<file path="config.mk">
export PLATFORM = sky130hd
export DESIGN_NAME = sdsb_device_flat
export DESIGN_NICKNAME = d
export VERILOG_FILES = /design/src/hw/sdsb_pkg.sv /design/src/hw/sdsb_link_if.sv /design/src/hw/sdsb_device.sv /design/src/flat_wrapper.sv
export VERILOG_INCLUDE_DIRS = /design/src /design/src/hw
export SDC_FILE = /design/constraint.sdc
export NUM_CORES = 1
export LEC_CHECK = 0
export ABC_AREA = 1
export BUFFER_PORTS_ARGS = -buffer_cell sky130_fd_sc_hd__buf_2
export CAP_MARGIN = 10
export CORE_ASPECT_RATIO = 0.6
export CORE_UTILIZATION = 58
export CTS_CLUSTER_SIZE = 40
export DETAILED_ROUTE_END_ITERATION = 6
export HOLD_SLACK_MARGIN = 0.05
export PLACE_DENSITY = 0.81
export SETUP_SLACK_MARGIN = 0.15
export SLEW_MARGIN = 40
export SYNTH_ARGS = -nofsm -noshare
export SYNTH_HDL_FRONTEND = slang
export SYNTH_SLANG_ARGS = --single-unit
</file>
<file path="constraint.sdc">
create_clock -name core_clk -period 3.95 [get_ports core_clk]
set_input_delay 0.395 -clock core_clk [delete_from_list [all_inputs] [get_ports core_clk]]
set_output_delay 0.395 -clock core_clk [all_outputs]
set_load 0.02 [all_outputs]
</file>
<file path="src/hw/sdsb_defs.svh">
/*
 serial diagnostic status bytes: bit positions, reset values and timing counts.
 assumes a 40 MHz core clock shared by both ends.
*/
`ifndef SDSB_DEFS_SVH
`define SDSB_DEFS_SVH
`define SDSB_CHAIN_MAX        31
`define SDSB_REQ_MAGNET       0
`define SDSB_REQ_ERR_RESET    7
`define SDSB_RSP_OUT_ACTIVE   0
`define SDSB_RSP_LOCK_POSS    1
`define SDSB_RSP_LOCKED       2
`define SDSB_RSP_INPUTS_OK    4
`define SDSB_RSP_ACT_VALID    5
`define SDSB_RSP_WARNING      6
`define SDSB_RSP_ERROR        7
`define SDSB_DET_OUT_A        0
`define SDSB_DET_OUT_B        1
`define SDSB_DET_CROSS        2
`define SDSB_DET_TEMP         3
`define SDSB_DET_ACTUATOR     4
`define SDSB_DET_INTERNAL     5
`define SDSB_DET_COMM         6
`define SDSB_DET_HANDLE       7
`define SDSB_BYTE_RESET       8'h00
`define SDSB_WARN_MINUTES     30
`define SDSB_CLK_HZ           40000000
`define SDSB_WARN_CYCLES      (64'(`SDSB_WARN_MINUTES) * 64'd60 * 64'(`SDSB_CLK_HZ))
`define SDSB_COMM_TIMEOUT     16'h1000
`define SDSB_WARN_UNUSED      8'h10
`define SDSB_ERR_UNUSED       8'h40
`define SDSB_ADDR_REQ         2'h0
`define SDSB_ADDR_RSP         2'h1
`define SDSB_ADDR_WARN        2'h2
`define SDSB_ADDR_ERR         2'h3
`endif

</file>
<file path="src/hw/sdsb_pkg.sv">
/*
 types for the serial diagnostic status bytes.
 assumes sdsb_defs.svh for the numeric constants.
*/
package sdsb_pkg;
    typedef logic [7:0] sdsb_byte_t;
    typedef logic [4:0] sdsb_pos_t;
endpackage

</file>
<file path="src/hw/sdsb_link_if.sv">
/*
 link between the door lock device and the gateway: one chain position.
 assumes a single clock; the chain relay is carried as byte strobes.
*/
`timescale 1ns/1ps
interface sdsb_link_if;
    logic [7:0] req_byte;
    logic       req_valid;
    logic [7:0] rsp_byte;
    logic [7:0] warn_byte;
    logic [7:0] err_byte;
    logic       rsp_valid;
    modport dev (input req_byte, input req_valid,
                 output rsp_byte, output warn_byte, output err_byte, output rsp_valid);
    modport gw  (output req_byte, output req_valid,
                 input rsp_byte, input warn_byte, input err_byte, input rsp_valid);
endinterface

</file>
<file path="src/hw/sdsb_device.sv">
/*
 door lock device end: latches faults, tracks warnings unlatched, escalates warnings,
 reports status bytes each cycle and takes request bytes from the gateway.
 assumes fault and sensor inputs synchronous to core_clk.
*/
// Overview of operation
// chain holds at most 31 devices
// device relays diagnostic traffic along chain; this device has one link port and relays nothing
// status bytes refreshed continuously, automatically
// gateway sends one request byte per device
// link loss keeps switching state unchanged
// internal error switches both outputs off
// error clears: cause gone plus reset edge/open
// output faults stay latched until next release
// warning keeps outputs on, flags delayed shutdown
// warning clears itself when cause disappears
// warning held 30 minutes becomes error
// request bit 0 energises magnet
// response bits 0,1,2: outputs, lockable, locked
// response bit 4 inputs, bit 5 actuator
// response bit 6 warning, bit 7 error
// warning detail bit layout
// error detail bit layout
// lockable only when turret at rest
// request bits 1 to 6 ignored
`timescale 1ns/1ps
`include "sdsb_defs.svh"
module sdsb_device #(
    parameter logic [37:0] WARN_CYCLES = 38'(`SDSB_WARN_CYCLES)
) (
    // clock and reset
    input  wire logic core_clk,
    input  wire logic rst,
    // link to gateway
    sdsb_link_if.dev  link,
    // plant sensing
    input  wire logic safety_input_a,
    input  wire logic safety_input_b,
    input  wire logic guard_closed,
    input  wire logic actuator_valid,
    input  wire logic turret_at_rest,
    input  wire logic output_release,
    // fault causes, level while present
    input  wire logic [7:0] fault_cause,
    input  wire logic [7:0] warn_cause,
    // plant outputs
    output logic      safety_output_a,
    output logic      safety_output_b,
    output logic      magnet_on
);
    // chain positions fit the 5-bit position type, so 31 at most
    localparam int unsigned CHAIN_MAX = `SDSB_CHAIN_MAX;

    // latched and live fault state
    sdsb_pkg::sdsb_byte_t err_q;
    sdsb_pkg::sdsb_byte_t warn_q;
    logic [37:0]          warn_cnt_q;
    logic                 guard_q;
    // request side
    logic                 reset_bit_q;
    logic                 mag_q;
    logic [15:0]          comm_cnt_q;
    logic                 comm_lost_q;
    // plant and link side
    logic                 out_q;
    logic                 link_valid_q;
    sdsb_pkg::sdsb_byte_t rsp_q;
    sdsb_pkg::sdsb_byte_t warn_byte_q;
    sdsb_pkg::sdsb_byte_t err_byte_q;
    wire logic [7:0]      err_d;

    // detail bits 0 to 2 name the safety outputs; those clear only on release
    function automatic logic is_out_fault(input int unsigned idx);
        return idx <= `SDSB_DET_CROSS;
    endfunction

    // request decoding
    wire logic        req_reset_bit = link.req_byte[`SDSB_REQ_ERR_RESET];
    wire logic        reset_fall    = reset_bit_q & ~req_reset_bit & link.req_valid;
    wire logic        guard_open    = guard_q & ~guard_closed;
    wire logic        gen_clear     = reset_fall | guard_open;
    // warning timing; the count saturates so escalation holds while the cause stays
    wire logic        warn_any      = |warn_cause;
    wire logic        escalate      = warn_any && (warn_cnt_q >= WARN_CYCLES - 38'd1);
    wire logic [37:0] warn_cnt_d    = !warn_any ? 38'h0 :
                                      escalate  ? warn_cnt_q : warn_cnt_q + 38'd1;
    wire logic [7:0]  new_err       = fault_cause | (escalate ? warn_cause : 8'h00);
    wire logic        err_any       = |err_q;
    // outputs and status
    wire logic        inputs_ok     = safety_input_a & safety_input_b;
    wire logic        enable        = inputs_ok & guard_closed & actuator_valid & ~err_any;
    wire logic        lockable      = guard_closed & turret_at_rest;
    wire logic [7:0]  comm_bit      = 8'(comm_lost_q) << `SDSB_DET_COMM;
    wire logic [7:0]  warn_full     = warn_q | comm_bit;

    // response byte, one wire per bit except bit 3, tied low
    wire logic        rsp_error     = err_any;
    wire logic        rsp_warning   = |warn_full;
    wire logic        rsp_act_ok    = actuator_valid;
    wire logic        rsp_inputs    = inputs_ok;
    wire logic        rsp_locked    = out_q & mag_q;
    wire logic        rsp_lock_ok   = lockable;
    wire logic        rsp_out_on    = out_q;
    wire logic [7:0]  rsp_d         = {rsp_error, rsp_warning, rsp_act_ok, rsp_inputs,
                                       1'b0, rsp_locked, rsp_lock_ok, rsp_out_on};

    // one latch cell per detail bit; set wins over clear in the same cycle
    genvar b;
    generate
        for (b = 0; b < 8; b++) begin : g_err_bit
            wire logic cause_gone = ~fault_cause[b];
            wire logic clr_out    = output_release & cause_gone;
            wire logic clr_gen    = gen_clear & cause_gone;
            wire logic clr_b      = is_out_fault(b) ? clr_out : clr_gen;
            assign err_d[b] = new_err[b] | (err_q[b] & ~clr_b);
        end
    endgenerate

    // latched errors
    always_ff @(posedge core_clk or posedge rst) begin
        if (rst) begin
            err_q <= `SDSB_BYTE_RESET;
        end else begin
            err_q <= err_d;
        end
    end

    // warnings follow their cause, no latch
    always_ff @(posedge core_clk or posedge rst) begin
        if (rst) begin
            warn_q     <= `SDSB_BYTE_RESET;
            warn_cnt_q <= 38'h0;
        end else begin
            warn_q     <= warn_cause & ~`SDSB_WARN_UNUSED;
            warn_cnt_q <= warn_cnt_d;
        end
    end

    // guard history for the opening edge
    always_ff @(posedge core_clk or posedge rst) begin
        if (rst) begin
            guard_q <= 1'b0;
        end else begin
            guard_q <= guard_closed;
        end
    end

    // request intake; bits 1 to 6 are never looked at
    always_ff @(posedge core_clk or posedge rst) begin
        if (rst) begin
            reset_bit_q <= 1'b0;
            mag_q       <= 1'b0;
        end else if (link.req_valid) begin
            reset_bit_q <= req_reset_bit;
            mag_q       <= link.req_byte[`SDSB_REQ_MAGNET];
        end
    end

    // link watchdog; a silent gateway changes nothing but the warning bit
    always_ff @(posedge core_clk or posedge rst) begin
        if (rst) begin
            comm_cnt_q  <= 16'h0;
            comm_lost_q <= 1'b0;
        end else if (link.req_valid) begin
            comm_cnt_q  <= 16'h0;
            comm_lost_q <= 1'b0;
        end else if (comm_cnt_q == `SDSB_COMM_TIMEOUT) begin
            comm_lost_q <= 1'b1; // magnet and outputs kept
        end else begin
            comm_cnt_q <= comm_cnt_q + 16'h1;
        end
    end

    // safety outputs drop in the same cycle as the error latches
    always_ff @(posedge core_clk or posedge rst) begin
        if (rst) begin
            out_q <= 1'b0;
        end else begin
            out_q <= enable & ~(|new_err);
        end
    end

    // status bytes registered every cycle, one set per chain position
    always_ff @(posedge core_clk or posedge rst) begin
        if (rst) begin
            link_valid_q <= 1'b0;
            rsp_q        <= `SDSB_BYTE_RESET;
            warn_byte_q  <= `SDSB_BYTE_RESET;
            err_byte_q   <= `SDSB_BYTE_RESET;
        end else begin
            link_valid_q <= 1'b1;
            rsp_q        <= rsp_d;
            warn_byte_q  <= warn_full;
            err_byte_q   <= err_q & ~`SDSB_ERR_UNUSED;
        end
    end

    // every output comes straight from a register
    assign link.rsp_valid  = link_valid_q;
    assign link.rsp_byte   = rsp_q;
    assign link.warn_byte  = warn_byte_q;
    assign link.err_byte   = err_byte_q;
    assign safety_output_a = out_q;
    assign safety_output_b = out_q;
    assign magnet_on       = mag_q;
endmodule // sdsb_device

</file>
<file path="src/flat_wrapper.sv">
// flat-port wrapper written by rule: the top's interface ports become plain ports
module sdsb_device_flat 
#(
    parameter logic [37:0] WARN_CYCLES = 38'(`SDSB_WARN_CYCLES)
)
  (core_clk, rst, safety_input_a, safety_input_b, guard_closed, actuator_valid, turret_at_rest, output_release, fault_cause, warn_cause, safety_output_a, safety_output_b, magnet_on, link_req_byte, link_req_valid, link_rsp_byte, link_warn_byte, link_err_byte, link_rsp_valid);
  sdsb_link_if link_i ();
  input  wire logic core_clk;
  input  wire logic rst;
  input  wire logic safety_input_a;
  input  wire logic safety_input_b;
  input  wire logic guard_closed;
  input  wire logic actuator_valid;
  input  wire logic turret_at_rest;
  input  wire logic output_release;
  input  wire logic [7:0] fault_cause;
  input  wire logic [7:0] warn_cause;
  output logic safety_output_a;
  output logic safety_output_b;
  output logic magnet_on;
  input wire logic [$bits(link_i.req_byte)-1:0] link_req_byte;
  input wire logic [$bits(link_i.req_valid)-1:0] link_req_valid;
  output wire logic [$bits(link_i.rsp_byte)-1:0] link_rsp_byte;
  output wire logic [$bits(link_i.warn_byte)-1:0] link_warn_byte;
  output wire logic [$bits(link_i.err_byte)-1:0] link_err_byte;
  output wire logic [$bits(link_i.rsp_valid)-1:0] link_rsp_valid;
  assign link_i.req_byte = link_req_byte;
  assign link_i.req_valid = link_req_valid;
  assign link_rsp_byte = link_i.rsp_byte;
  assign link_warn_byte = link_i.warn_byte;
  assign link_err_byte = link_i.err_byte;
  assign link_rsp_valid = link_i.rsp_valid;
  sdsb_device #(.WARN_CYCLES(WARN_CYCLES)) u_core (.core_clk(core_clk), .rst(rst), .link(link_i), .safety_input_a(safety_input_a), .safety_input_b(safety_input_b), .guard_closed(guard_closed), .actuator_valid(actuator_valid), .turret_at_rest(turret_at_rest), .output_release(output_release), .fault_cause(fault_cause), .warn_cause(warn_cause), .safety_output_a(safety_output_a), .safety_output_b(safety_output_b), .magnet_on(magnet_on));
endmodule
</file>
# Yosys cells after proc, flatten, opt, wreduce, memory -nomap -nowiden

Cells that the tools add are included.

Register bits after elaboration: 97
Output and inout bits: 28
Word-level logic and storage cells: 89
Input bits: 33

Multiplexer cells: 7
Magnitude comparators: 1
$add $sub $neg: 2
Bitwise operators: 57
Eq/ne operators: 3
Reductions and logical operators: 6

Operators by type and width:

| operator                                               | number |
|---|---|
| 2-to-1 mux 38 bit                                      | 2 |
| adder 38 x 1 -> 38 bit (second input constant)         | 1 |
| >= comparator 38 x 37 -> 1 bit (second input constant) | 1 |
| 2-to-1 mux 16 bit                                      | 2 |
| OR reduction 8 bit                                     | 4 |
| bitwise AND 1 bit                                      | 26 |
| inverter 1 bit                                         | 20 |
| adder 16 x 1 -> 16 bit (second input constant)         | 1 |
| equality test 16 x 13 -> 1 bit (second input constant) | 1 |
| bitwise OR 1 bit                                       | 9 |
| 2-to-1 mux 8 bit                                       | 1 |
| bitwise OR 8 x 7 -> 8 bit                              | 1 |
| bitwise OR 8 bit                                       | 1 |
| != test 2 bit (second input constant)                  | 2 |
| 2-to-1 mux 1 bit                                       | 2 |
| nonzero test 2 bit                                     | 1 |
| logical AND 1 bit                                      | 1 |

# Depth between registers and ports, before layout

Gate-level depths: netlist (run 1).

Depth in word-level cells: 8
Depth in mapped cells: 14
Mapped depth without buffers: 14

# Worst setup path before layout (run 1)

No wires, ideal clock.

Kind: flip-flop to flip-flop
Start: register u_core.warn_cnt_q[0]
End: register u_core.warn_cnt_q[8]
Path buffers: 2
Required time: 3.816 ns
Clock period less this slack: 1.785 ns
Setup time: 0.134 ns
Path slack: 2.165 ns
Arrival: 1.651 ns
Cell stages (with the launch flop): 13
Cell sequence: dfrtp_1 -> ha_1 -> inv_2 -> nor2_4 -> nand2_2 -> nor2_4 -> nand3_2 -> nand3_2 -> buf_12 -> inv_4 -> buf_6 -> a31oi_1 -> nor3_2

Cells in the longest elaborated chain, start to end: 3
Elaborated cells between the ends (all ways): 6
Those cells by class: add/sub (1); order compare (1); eq/ne (1); mux (2); reduce/logical (1)

Ends and longest elaborated chain:

| what                                                                     | line                                 | text |
|---|---|---|
| from (decl)                                                              | sdsb_device.sv:57                    | `logic [37:0] warn_cnt_q;` |
| from (signal assigned)                                                   | sdsb_device.sv:135                   | `warn_cnt_q <= warn_cnt_d;` |
| adder 38 x 1 -> 38 bit or >= comparator 38 x 37 -> 1 bit (tied branches) | sdsb_device.sv:86, sdsb_device.sv:84 |  |
| 2-to-1 mux 38 bit or logical AND 1 bit (tied branches)                   | sdsb_device.sv:86, sdsb_device.sv:84 |  |
| 2-to-1 mux 38 bit or != test 2 bit (tied branches)                       | n/a                                  |  |

Parallel ways exist; a longest one is shown, timed or not. The select of a mux whose other input is x is not followed.
A chain may end at the register's enable or synchronous reset.

# Worst setup path in the final report (run 1)

Start: register u_core.warn_cnt_q[0]
End: register u_core.out_q (netlist: u_core.safety_output_a)

Cells in the longest elaborated chain, start to end: 7

Ends and longest elaborated chain:

| what                           | line               | text |
|---|---|---|
| >= comparator 38 x 37 -> 1 bit | sdsb_device.sv:84  | `wire logic escalate = warn_any && (warn_cnt_q >= WARN_CYCLES - 38'd1);` |
| logical AND 1 bit              | sdsb_device.sv:84  |  |
| 2-to-1 mux 8 bit               | sdsb_device.sv:87  | `wire logic [7:0] new_err = fault_cause \| (escalate ? warn_cause : 8'h00);` |
| bitwise OR 8 bit               | sdsb_device.sv:87  |  |
| OR reduction 8 bit             | sdsb_device.sv:179 | `out_q <= enable & ~(\|new_err);` |
| inverter 1 bit                 | sdsb_device.sv:179 |  |
| bitwise AND 1 bit              | sdsb_device.sv:179 |  |
| to (signal assigned)           | sdsb_device.sv:179 |  |
| to (decl)                      | sdsb_device.sv:65  | `logic out_q;` |

Every way passes these cells.

==> metrics.md, run 1 <==
| Metric | Value |
|---|---|
| Fmax | `401 MHz` |
| Register share of total power | `0.463` |
| FF+latch count, synth | `96` |
| Yosys cell types | `39` |
| Total die area | `8690 um^2` |
| CP startpoint kind | `register` |
| Power share of the combinational group | `0.155` |
| Max VDD drop | `406 uV` |
| I/O pin total | `61` |
| Overflow left after global routing | `0` |
| Inserted Clock Buffers | `9` |
| Unrepaired setup endpoints after global routing | `no` |
| Final net count | `683` |
| Port bufs | `51` |
| H-tree depth | `3` |
| Number of synthesized flops with an enable pin | `0` |
| N_diodes | `0` |
| Worst-path maximum fanout | `17` |
| Share of post-route cells with drive strength above 1 | `0.156` |
| Worst Hold Class | `in -> async` |
| Final wirelength | `11800 um` |
| Switching Share | `0.294` |
| Post-route insts no fill | `760` |
| DR DRC count | `0` |
| Yosys top cell area share | `0.499` |
| FF-to-FF Start | `u_core.warn_cnt_q[0]` |
| Critical Path AT | `2730 ps` |
| Most frequent cells in the layout | `nand2_1 (111), dfrtp_1 (96), nor2_1 (83)` |
| Area contributors post-synth | `dfrtp_1 (50%), nand2_1 (8.6%), nor2_1 (6.5%), inv_1 (6.4%), nor3_1 (3.4%)` |
| Final Wtd Congestion | `0.917` |
| Root Driver | `clkbuf_16` |
| Worst-path clk slew | `70 ps` |
| CTS max path bufs | `2` |
| All-Layer GR Usage | `0.297` |
| Crit share post-route | `0.631` |
| First-pass GRT wire length | `19600 um` |
| Final hold violation count | `0` |
| Clock latency on the worst-skew pair | `350 ps` |
| Synth area leader | `dfrtp_1` |
| CTS hold repair buffers | `0` |
| Sw power | `0.736 mW` |
| Post-Synthesis Cells | `593` |
| Post-CTS Setup Bufs | `0` |
| Drt via density | `5.59` |
| Chip width | `120 um` |
| Post-synth ARST share | `1.00` |
| Worst setup EP type | `register` |
| Initial antenna violation count | `0` |
| Yosys warns | `0` |
| Vias in the first global route | `3986` |
| Leak Pwr | `2.52 nW` |
| Max cap viols | `0` |
| Pin count of the biggest net entering global routing | `80` |
| CP Class | `reg -> reg` |
| Final Skew | `6.51 ps` |
| Num rows | `25` |
| Synthesized area | `4820 um^2` |
| CTS tree | `done` |
| Die height | `72.6 um` |
| Drt first pass iters | `5` |
| Worst path required time | `4190 ps` |
| Total number of vias | `4247` |
| Worst slew pin tran | `705 ps` |
| Commonest non-fill, non-tap cell in the layout | `nand2_1` |
| DP Worst Slack | `1540 ps` |
| Final Setup Violations | `0` |
| R2R setup slack | `1460 ps` |
| Placed cells | `744` |
| Worst r2r path cells | `14` |
| Worst setup margin | `1460 ps` |
| Sum Neg Setup Slack | `0 ps` |
| Most common flop cell mapped by yosys | `dfrtp_1` |
| Initial Util | `0.606` |
| DRT iter0 DRCs | `430` |
| Synth-to-layout area growth | `13.3%` |
| Pins Over Slew Limit | `0` |
| Syn Area/Cell | `8.13 um^2` |
| Tmin final | `2490 ps` |
| Sequential share of the synthesized area | `0.499` |
| Core Region | `7950 um^2` |
| Wire per inst | `15.5 um` |
| Cell Pwr Density | `458 nW/um^2` |
| Clk pwr share | `0.382` |
| Relative slew slack | `0.530` |
| Num Clock Sinks | `96` |
| Post-cts resize count | `0` |
| R2r endpoint | `u_core.safety_output_a` |
| Antenna Violating Nets Remaining | `0` |
| Cell Int Power | `1.77 mW` |
| Status | `finished, final reports clean` |
| Post-DP HPWL | `8470 um` |
Yosys cell counts, types with 2 or more instances:
cell type and number:
dfrtp_1 96, o21a_1 3, inv_2 2, a31oi_1 2, inv_1 82, a21oi_1 22
nor2_4 3, nand2_1 111, o21ai_1 15, o31ai_1 4, nand3_1 30, nor3_1 33
nand4_1 18, o21ai_0 12, or2_2 2, buf_4 4, o211ai_1 7, buf_6 3
nor2_1 83, conb_1 2, clkbuf_1 3, nor4_1 11, nand3_2 5, nand2_2 7
xor2_1 9, nor3_2 5, nor2_2 5, ha_1 3
power groups by stage:
| stage | clock (mW) | sequential, mW | combinational, mW |
|---|---|---|---|
| after floorplan | 0 | 1.16 | 0.276 |
| after global placement | 0 | 1.17 | 0.366 |
| after detailed placement | 0 | 1.17 | 0.381 |
| after CTS | 0.964 | 1.15 | 0.383 |
| after global routing | 0.998 | 1.17 | 0.438 |
| final | 0.955 | 1.16 | 0.388 |
worst max-delay path, stage by stage (launching register included):
cell and delay [ps]:
dfrtp_1 350, ha_1 310, inv_2 100, nor2_4 180, nand2_2 110, nor2_4 150, nand3_2 90, nand3_2 360
nand2_2 260, inv_2 180, nand2_1 70, nand2_1 50, inv_1 40, nand2_1 60, nor2_1 50
cell type report:
cell class | instances | area, um^2
Fill cell | 640 | 2480
Sequential cell | 96 | 2400
Multi-Input combinational cell | 399 | 1980
Inverter | 86 | 330
Timing Repair Buffer | 55 | 285
Clock buffer | 9 | 225
Tap cell | 108 | 135
Clock inverter | 7 | 103
state kept, by name, indices dropped and copies added (netlist names):
register / count
u_core.magnet_on: 1
u_core.err_q: 8
u_core.link.rsp_valid: 1
u_core.reset_bit_q: 1
u_core.guard_q: 1
u_core.safety_output_a: 1
u_core.comm_cnt_q: 16
u_core.link.warn_byte: 7
u_core.warn_q: 7
u_core.comm_lost_q: 1
u_core.link.err_byte: 7
u_core.warn_cnt_q: 38
u_core.link.rsp_byte: 7
cell families (layout without fill, tap and decap cells):
kind of cell,after synthesis,count (layout),synth area share
fa+ha+maj,3,3,0.00779
compound gates,66,66,0.0771
buf+inv,100,157,0.0922
flops,96,96,0.499
other cells,2,4,0.00156
simple gates,316,316,0.305
xor+xnor,10,10,0.0182
metrics by stage:
step            util  hold WS (ps)  instance area, um^2  power [mW]
6_report       0.687           169                 5460        2.50
5_1_grt        0.687           166                 5460        2.61
4_1_cts        0.687           167                 5460        2.50
3_5_place_dp   0.646           361                 5130        1.55
3_3_place_gp   0.646           361                 5130        1.53
2_1_floorplan      -           354                 4830        1.44
how the worst max path moves through the flow:
stage,slack (ps),from,to
final,1460,u_core.warn_cnt_q[0],u_core.safety_output_a
after global routing,1290,u_core.warn_cnt_q[0],u_core.safety_output_a
after CTS,1520,u_core.warn_cnt_q[0],u_core.safety_output_a
after detailed placement,1540,u_core.warn_cnt_q[0],u_core.safety_output_a
after global placement,1570,u_core.warn_cnt_q[0],u_core.safety_output_a
after floorplan,1050,rst,u_core.comm_cnt_q[0]
per-layer routing:
layer / track usage / part of all wire
met2: 0.441 / 0.44
met4: 0.0611 / 0.0090
met3: 0.0898 / 0.095
met1: 0.436 / 0.46
met5: 0 / 0
(Power assumes the default switching activity.)
==> inputs of run 2 (changes only) <==
- CORE_UTILIZATION: 58 -> 52
- PLACE_DENSITY: 0.81 -> 0.77
- clock period: 3.95 -> 2.2 ns (I/O delays scaled with it)
==> run 2 against run 1 <==
Net effect: first-iteration DRC count grew 5.8%; clock-buffer cell count unchanged; sequential cell count did not move; total power up 86%; setup slack lost 1200 ps; sequential share of layout area shrank 2.0 points; final area is 4.8% higher; utilization is 3.4 points lower; clock power is 90% higher.
==> metrics.md, run 2 (synthesis gave the netlist of run 1 again) <==
| Metric | Value |
|---|---|
| Status | `finished, final reports clean` |
| Worst Hold Class | `in -> reg` |
| Filler cells | `673` |
| Worst path most repeated cell | `nand2_1` |
| Share of post-route cells with drive strength above 1 | `0.180` |
| DP Worst Slack | `241 ps` |
| Antenna Violating Nets Remaining | `0` |
| Crit share post-route | `0.892` |
| FF-to-FF Start | `u_core.warn_cnt_q[14]` |
| Power share of the combinational group | `0.162` |
| Synth-to-layout area growth | `18.7%` |
| Final Util | `0.654` |
| Num rows | `26` |
| Relative slew slack | `0.649` |
| Multi-input logic area | `2020 um^2` |
| Switching Share | `0.288` |
| Pins Over Slew Limit | `0` |
| Max reg flops | `38` |
| N_diodes | `0` |
| Final Skew | `9.97 ps` |
| Setup crit start | `u_core.warn_cnt_q[14]` |
| Die height | `76.6 um` |
| Unrepaired setup endpoints after global routing | `yes` |
| CP Class | `reg -> reg` |
| All-Layer GR Usage | `0.268` |
| CP startpoint kind | `register` |
| Worst-path maximum fanout | `4` |
| Max cap viols | `0` |
| Worst-path clk slew | `70 ps` |
| I/O pin total | `61` |
| DRT iter0 DRCs | `455` |
| First-pass GRT wire length | `19900 um` |
| CTS tree | `done` |
| Total number of vias | `4347` |
| Final net count | `703` |
| Port bufs | `51` |
| Clk pwr share | `0.390` |
| Num Clock Sinks | `96` |
| Wire per inst | `15.9 um` |
| Tmin final | `1960 ps` |
| Initial antenna violation count | `0` |
| Initial Util | `0.551` |
| Total die area | `9670 um^2` |
| Root Driver | `clkbuf_16` |
| Final Wtd Congestion | `0.918` |
| Leak Pwr | `2.64 nW` |
| Worst setup EP type | `register` |
| Overflow left after global routing | `0` |
| Post-DP HPWL | `8700 um` |
| Max VDD drop | `474 uV` |
| Final Setup Violations | `0` |
| Pin count of the biggest net entering global routing | `76` |
| Drt via density | `5.54` |
| Largest register by flop count | `u_core.warn_cnt_q` |
| Slowest cell on the critical path | `dfrtp_1` |
| Crit path cell chain | `nand2_1 -> nor3_1 -> nand2_1 -> nor2_1 -> nand3_2 -> o21ai_0 -> nand2_1 -> nor2_1` |
| Cell Pwr Density | `813 nW/um^2` |
| Final hold violation count | `0` |
| Cell Int Power | `3.31 mW` |
| Sw power | `1.34 mW` |
| CTS max path bufs | `2` |
| Worst path required time | `2480 ps` |
| Core Region | `8750 um^2` |
| Final wirelength | `12400 um` |
| Critical Path AT | `2240 ps` |
| H-tree depth | `3` |
| Worst min-delay path startpoint | `turret_at_rest` |
| Worst slew pin tran | `526 ps` |
| Fmax | `510 MHz` |
| Most frequent cells in the layout | `nand2_1 (109), dfrtp_1 (95), nor2_1 (82)` |
| Register share of total power | `0.448` |
| Clock latency on the worst-skew pair | `340 ps` |
| DR DRC count | `0` |
| Sum Neg Setup Slack | `0 ps` |
| Register Area | `2400 um^2` |
| Crit-path max cell delay | `470 ps` |
| Chip width | `126 um` |
| Commonest non-fill, non-tap cell in the layout | `nand2_1` |
| Worst setup margin | `238 ps` |
| Largest registers | `u_core.warn_cnt_q: 38 flops, u_core.comm_cnt_q: 16 flops, u_core.err_q: 8 flops` |
| Drt first pass iters | `5` |
| Inserted Clock Buffers | `9` |
| Vias in the first global route | `4091` |
## run 2: power by group through the flow
stage               registers [mW]  logic, mW  clock network (mW)
floorplan                     2.09      0.495                   0
global placement              2.09      0.664                   0
detailed placement            2.10      0.698                   0
CTS                           2.07      0.718                1.83
global route                  2.10      0.834                1.91
finish                        2.08      0.754                1.81
## run 2: repair_timing
| item | 4_1_cts | 5_1_grt |
|---|---|---|
| endpoints found under the setup margin | 0 | 22 |
| hold endpoints to repair | 29 | 1 |
| buffers inserted | 0 | 1 |
| resized for setup | 0 | 14 |
| hold buffers | 9 | 1 |
## run 2: metrics by stage
| stage | instances | total power, mW | hold WS, ps | instance area [um^2] |
|---|---|---|---|---|
| global placement | 757 | 2.76 | 267 | 5220 |
| finish | 784 | 4.65 | 57.1 | 5720 |
| CTS | 782 | 4.62 | 50.3 | 5650 |
| detailed placement | 757 | 2.80 | 282 | 5220 |
| global route | 784 | 4.85 | 57.9 | 5720 |
| floorplan | 595 | 2.59 | 251 | 4830 |
## run 2: area by class of cell
cell class              count  share of cell area
clock buffers               9              0.0394
inverters                  86              0.0580
clock inverters             7              0.0206
well taps                 112              0.0245
multi-input cells         399               0.353
repair buffers             75              0.0840
flip-flops and latches     96               0.420
## run 2: per-layer routing
metal / routed length, um / share of wire / track usage / vias to the layer above
met5: 0 / 0 / 0 / -
met4: 202 / 0.016 / 0.0663 / 0
met3: 1020 / 0.082 / 0.0667 / 19
met2: 5390 / 0.43 / 0.405 / 206
met1: 5830 / 0.47 / 0.385 / 2053
li1: - / - / - / 2069
## run 2: worst paths after layout
check	to	slack, ps	depth (start not counted)
min	u_core.link.rsp_byte[1]	60	3
max in group asynchronous	u_core.warn_cnt_q[18]	1000	4
min reg2reg	u_core.link.warn_byte[7]	390	0
max	u_core.warn_cnt_q[26]	240	8
min in group asynchronous	u_core.err_q[1]	460	3
max reg2reg	u_core.warn_cnt_q[26]	240	8
## run 2: worst max-delay path: cells and delay by family, from the launching register on
kind / cells / cell delay [ps]
flops: 1 / 470
compound gates: 1 / 200
simple gates: 7 / 1220
==> inputs of run 3 (changes only) <==
- ABC_AREA: 1 -> not set
- CELL_PAD_IN_SITES_DETAIL_PLACEMENT: not set -> 0
- CELL_PAD_IN_SITES_GLOBAL_PLACEMENT: not set -> 1
- CORE_UTILIZATION: 52 -> 40
- PLACE_DENSITY: 0.77 -> 0.76
==> run 3 against run 2 <==
Net effect: the flow now finishes with violations (negative setup slack); register-to-register slack got worse by 300 ps; setup slack got worse by 300 ps; combinational power decreased by 17%; critical endpoint is now u_core.warn_cnt_q[14]; largest cell class unchanged; largest power group unchanged; highest routed layer unchanged.
==> metrics.md, run 3 <==
| Metric | Value |
|---|---|
| Max cap viols | `0` |
| Post-Synthesis Cells | `420` |
| Switching Share | `0.296` |
| Cell Pwr Density | `717 nW/um^2` |
| I/O pin total | `61` |
| Largest registers | `u_core.warn_cnt_q: 38 flops, u_core.comm_cnt_q: 16 flops, u_core.err_q: 8 flops` |
| Vias in the first global route | `3597` |
| Relative slew slack | `0.586` |
| Worst path required time | `2470 ps` |
| Placed cells | `622` |
| Commonest non-fill, non-tap cell in the layout | `dfrtp_1` |
| Sw power | `1.27 mW` |
| Chip width | `138 um` |
| DP Worst Slack | `-50.7 ps` |
| Violated checks | `negative setup slack` |
| First-pass GRT wire length | `18300 um` |
| Core Region | `10700 um^2` |
| Met1 Use GR | `0.316` |
| Most common flop cell mapped by yosys | `dfrtp_1` |
| Final Setup Violations | `17` |
| Final net count | `555` |
| Overall power after layout | `4.30 mW` |
| R2r endpoint | `u_core.warn_cnt_q[14]` |
| Status | `complete, but fails checks` |
| Antenna Violating Nets Remaining | `0` |
| Inserted Clock Buffers | `9` |
| Syn Area/Cell | `10.5 um^2` |
| Post-DP HPWL | `7420 um` |
| Total number of vias | `3853` |
| FF-to-FF Start | `u_core.warn_cnt_q[26]` |
| FF+latch count, synth | `96` |
| Post-route insts no fill | `663` |
| Register share of total power | `0.498` |
| Overflow left after global routing | `0` |
| Critical Path End | `u_core.warn_cnt_q[14]` |
| Tmin final | `2270 ps` |
| Cell Int Power | `3.03 mW` |
| Clk pwr share | `0.356` |
| CP Class | `reg -> reg` |
| CTS tree | `done` |
| R2R setup slack | `-70 ps` |
| All-Layer GR Usage | `0.207` |
| Sum Neg Setup Slack | `-612 ps` |
| Most frequent cells in the layout | `dfrtp_1 (96), buf_2 (51), buf_4 (30)` |
| Area after DPL | `5060 um^2` |
| Worst slew pin tran | `621 ps` |
| CTS max path bufs | `2` |
| Worst setup margin | `-65.8 ps` |
| Max reg flops | `38` |
| Count leader, synth | `dfrtp_1` |
| DRT iter0 DRCs | `293` |
| Area contributors post-synth | `dfrtp_1 (54%), or4_1 (4.8%), o31ai_1 (4.6%), a21oi_1 (3.8%), nand3_1 (3.3%)` |
| Synthesized area | `4420 um^2` |
| Number of synthesized flops with an enable pin | `0` |
| Yosys top cell area share | `0.543` |
| Initial Util | `0.415` |
| Die height | `83.5 um` |
| Drt via density | `5.81` |
| Worst-path clk slew | `70 ps` |
| Pin count of the biggest net entering global routing | `51` |
| Final hold slack | `79.4 ps` |
| Largest register by flop count | `u_core.warn_cnt_q` |
| Initial antenna violation count | `0` |
| Num rows | `29` |
| CP startpoint kind | `register` |
| DR DRC count | `0` |
| Sequential share of the synthesized area | `0.543` |
| Clock latency on the worst-skew pair | `350 ps` |
| Post-synth ARST share | `1.00` |
| Final Cell Area | `6000 um^2` |
| Met3 GRT Util | `0.0431` |
| Worst setup EP type | `register` |
| Crit share post-route | `1.03` |
| Critical Path AT | `2530 ps` |
| Max VDD drop | `514 uV` |
| Yosys warns | `0` |
| Total die area | `11500 um^2` |
| H-tree depth | `3` |
| Worst Hold Class | `in -> reg` |
| Wire per inst | `17.9 um` |
| Leak Pwr | `2.39 nW` |
| Share of post-route cells with drive strength above 1 | `0.368` |
| Final wirelength | `11900 um` |
| Most crowded layer after global routing | `met1` |
| N_diodes | `0` |
| Pins Over Slew Limit | `0` |
| Port bufs | `51` |
| Synth-to-layout area growth | `35.6%` |
| Root Driver | `clkbuf_16` |
| Final Skew | `5.72 ps` |
| Drt first pass iters | `5` |
| Synth area leader | `dfrtp_1` |
| Num Clock Sinks | `96` |
| Fmax | `441 MHz` |
| Worst r2r path cells | `7` |
| Power share of the combinational group | `0.146` |
| Final hold violation count | `0` |
| Final Wtd Congestion | `0.787` |
| Grt met2 use | `0.297` |
| Unrepaired setup endpoints after global routing | `yes` |
| Setup crit start | `u_core.warn_cnt_q[26]` |
| Yosys cell types | `50` |
| Final Util | `0.562` |
| Synth top cells by count | `dfrtp_1 (96), a21oi_1 (34), nand3_1 (29)` |
| Worst-path maximum fanout | `11` |
[run 3: cell type report]
| class | count | area, um^2 |
|---|---|---|
| Sequential cell | 96 | 2400 |
| Timing Repair Buffer | 107 | 876 |
| Fill cell | 921 | 4670 |
| Clock inverter | 6 | 56.3 |
| Clock buffer | 10 | 229 |
| Tap cell | 139 | 174 |
| Multi-Input combinational cell | 292 | 2210 |
| Inverter | 13 | 52.6 |
[run 3: routing by layer]
layer | wire length (um) | up-vias | share of wire
met5 | 0 | - | 0
met4 | 125 | 0 | 0.011
met3 | 525 | 13 | 0.044
met2 | 5200 | 116 | 0.44
met1 | 6040 | 1953 | 0.51
li1 | - | 1771 | -
[run 3: worst max-delay path, stage by stage (launching register included)]
cell and delay (ps):
dfrtp_1 400, or4_4 540, o2111ai_4 290, nand2_4 120, buf_12 160, buf_12 130
or4_4 400, a21oi_1 130
[run 3: power by group through the flow]
stage	clock network [mW]	logic, mW	registers [mW]
finish	1.53	0.627	2.14
global route	1.62	0.690	2.17
CTS	1.56	0.573	2.12
detailed placement	0	0.540	2.14
global placement	0	0.517	2.14
floorplan	0	0.332	2.14
[run 3: worst min path at each step]
| stage | startpoint | end | slack (ps) | depth (start not counted) |
|---|---|---|---|---|
| 2_1_floorplan | guard_closed | u_core.guard_q | 250 | 0 |
| 3_3_place_gp | rst | u_core.comm_cnt_q[13] | 280 | 2 |
| 3_5_place_dp | rst | u_core.comm_cnt_q[13] | 290 | 2 |
| 4_1_cts | turret_at_rest | u_core.link.rsp_byte[1] | 70 | 2 |
| 5_1_grt | turret_at_rest | u_core.link.rsp_byte[1] | 70 | 2 |
| 6_report | turret_at_rest | u_core.link.rsp_byte[1] | 80 | 2 |
[run 3: kinds of logic (layout without fill, tap and decap cells)]
| logic type | Yosys count | after routing | share of synthesized area |
|---|---|---|---|
| compound gates | 84 | 84 | 0.132 |
| xor+xnor | 13 | 13 | 0.0257 |
| fa+ha+maj | 3 | 3 | 0.00849 |
| buf+inv | 35 | 136 | 0.0387 |
| flops | 96 | 96 | 0.543 |
| mux | 6 | 6 | 0.0141 |
| other cells | 2 | 4 | 0.00170 |
| simple gates | 181 | 182 | 0.236 |
[run 3: timing repair]
| item | in CTS | in global routing |
|---|---|---|
| pin swaps | 4 | 27 |
| endpoints found under the hold margin | 29 | 0 |
| gates cloned | 1 | 5 |
| buffers inserted | 6 | 3 |
| endpoints found under the setup margin | 41 | 45 |
| hold buffers | 10 | 0 |
| resized for setup | 22 | 61 |
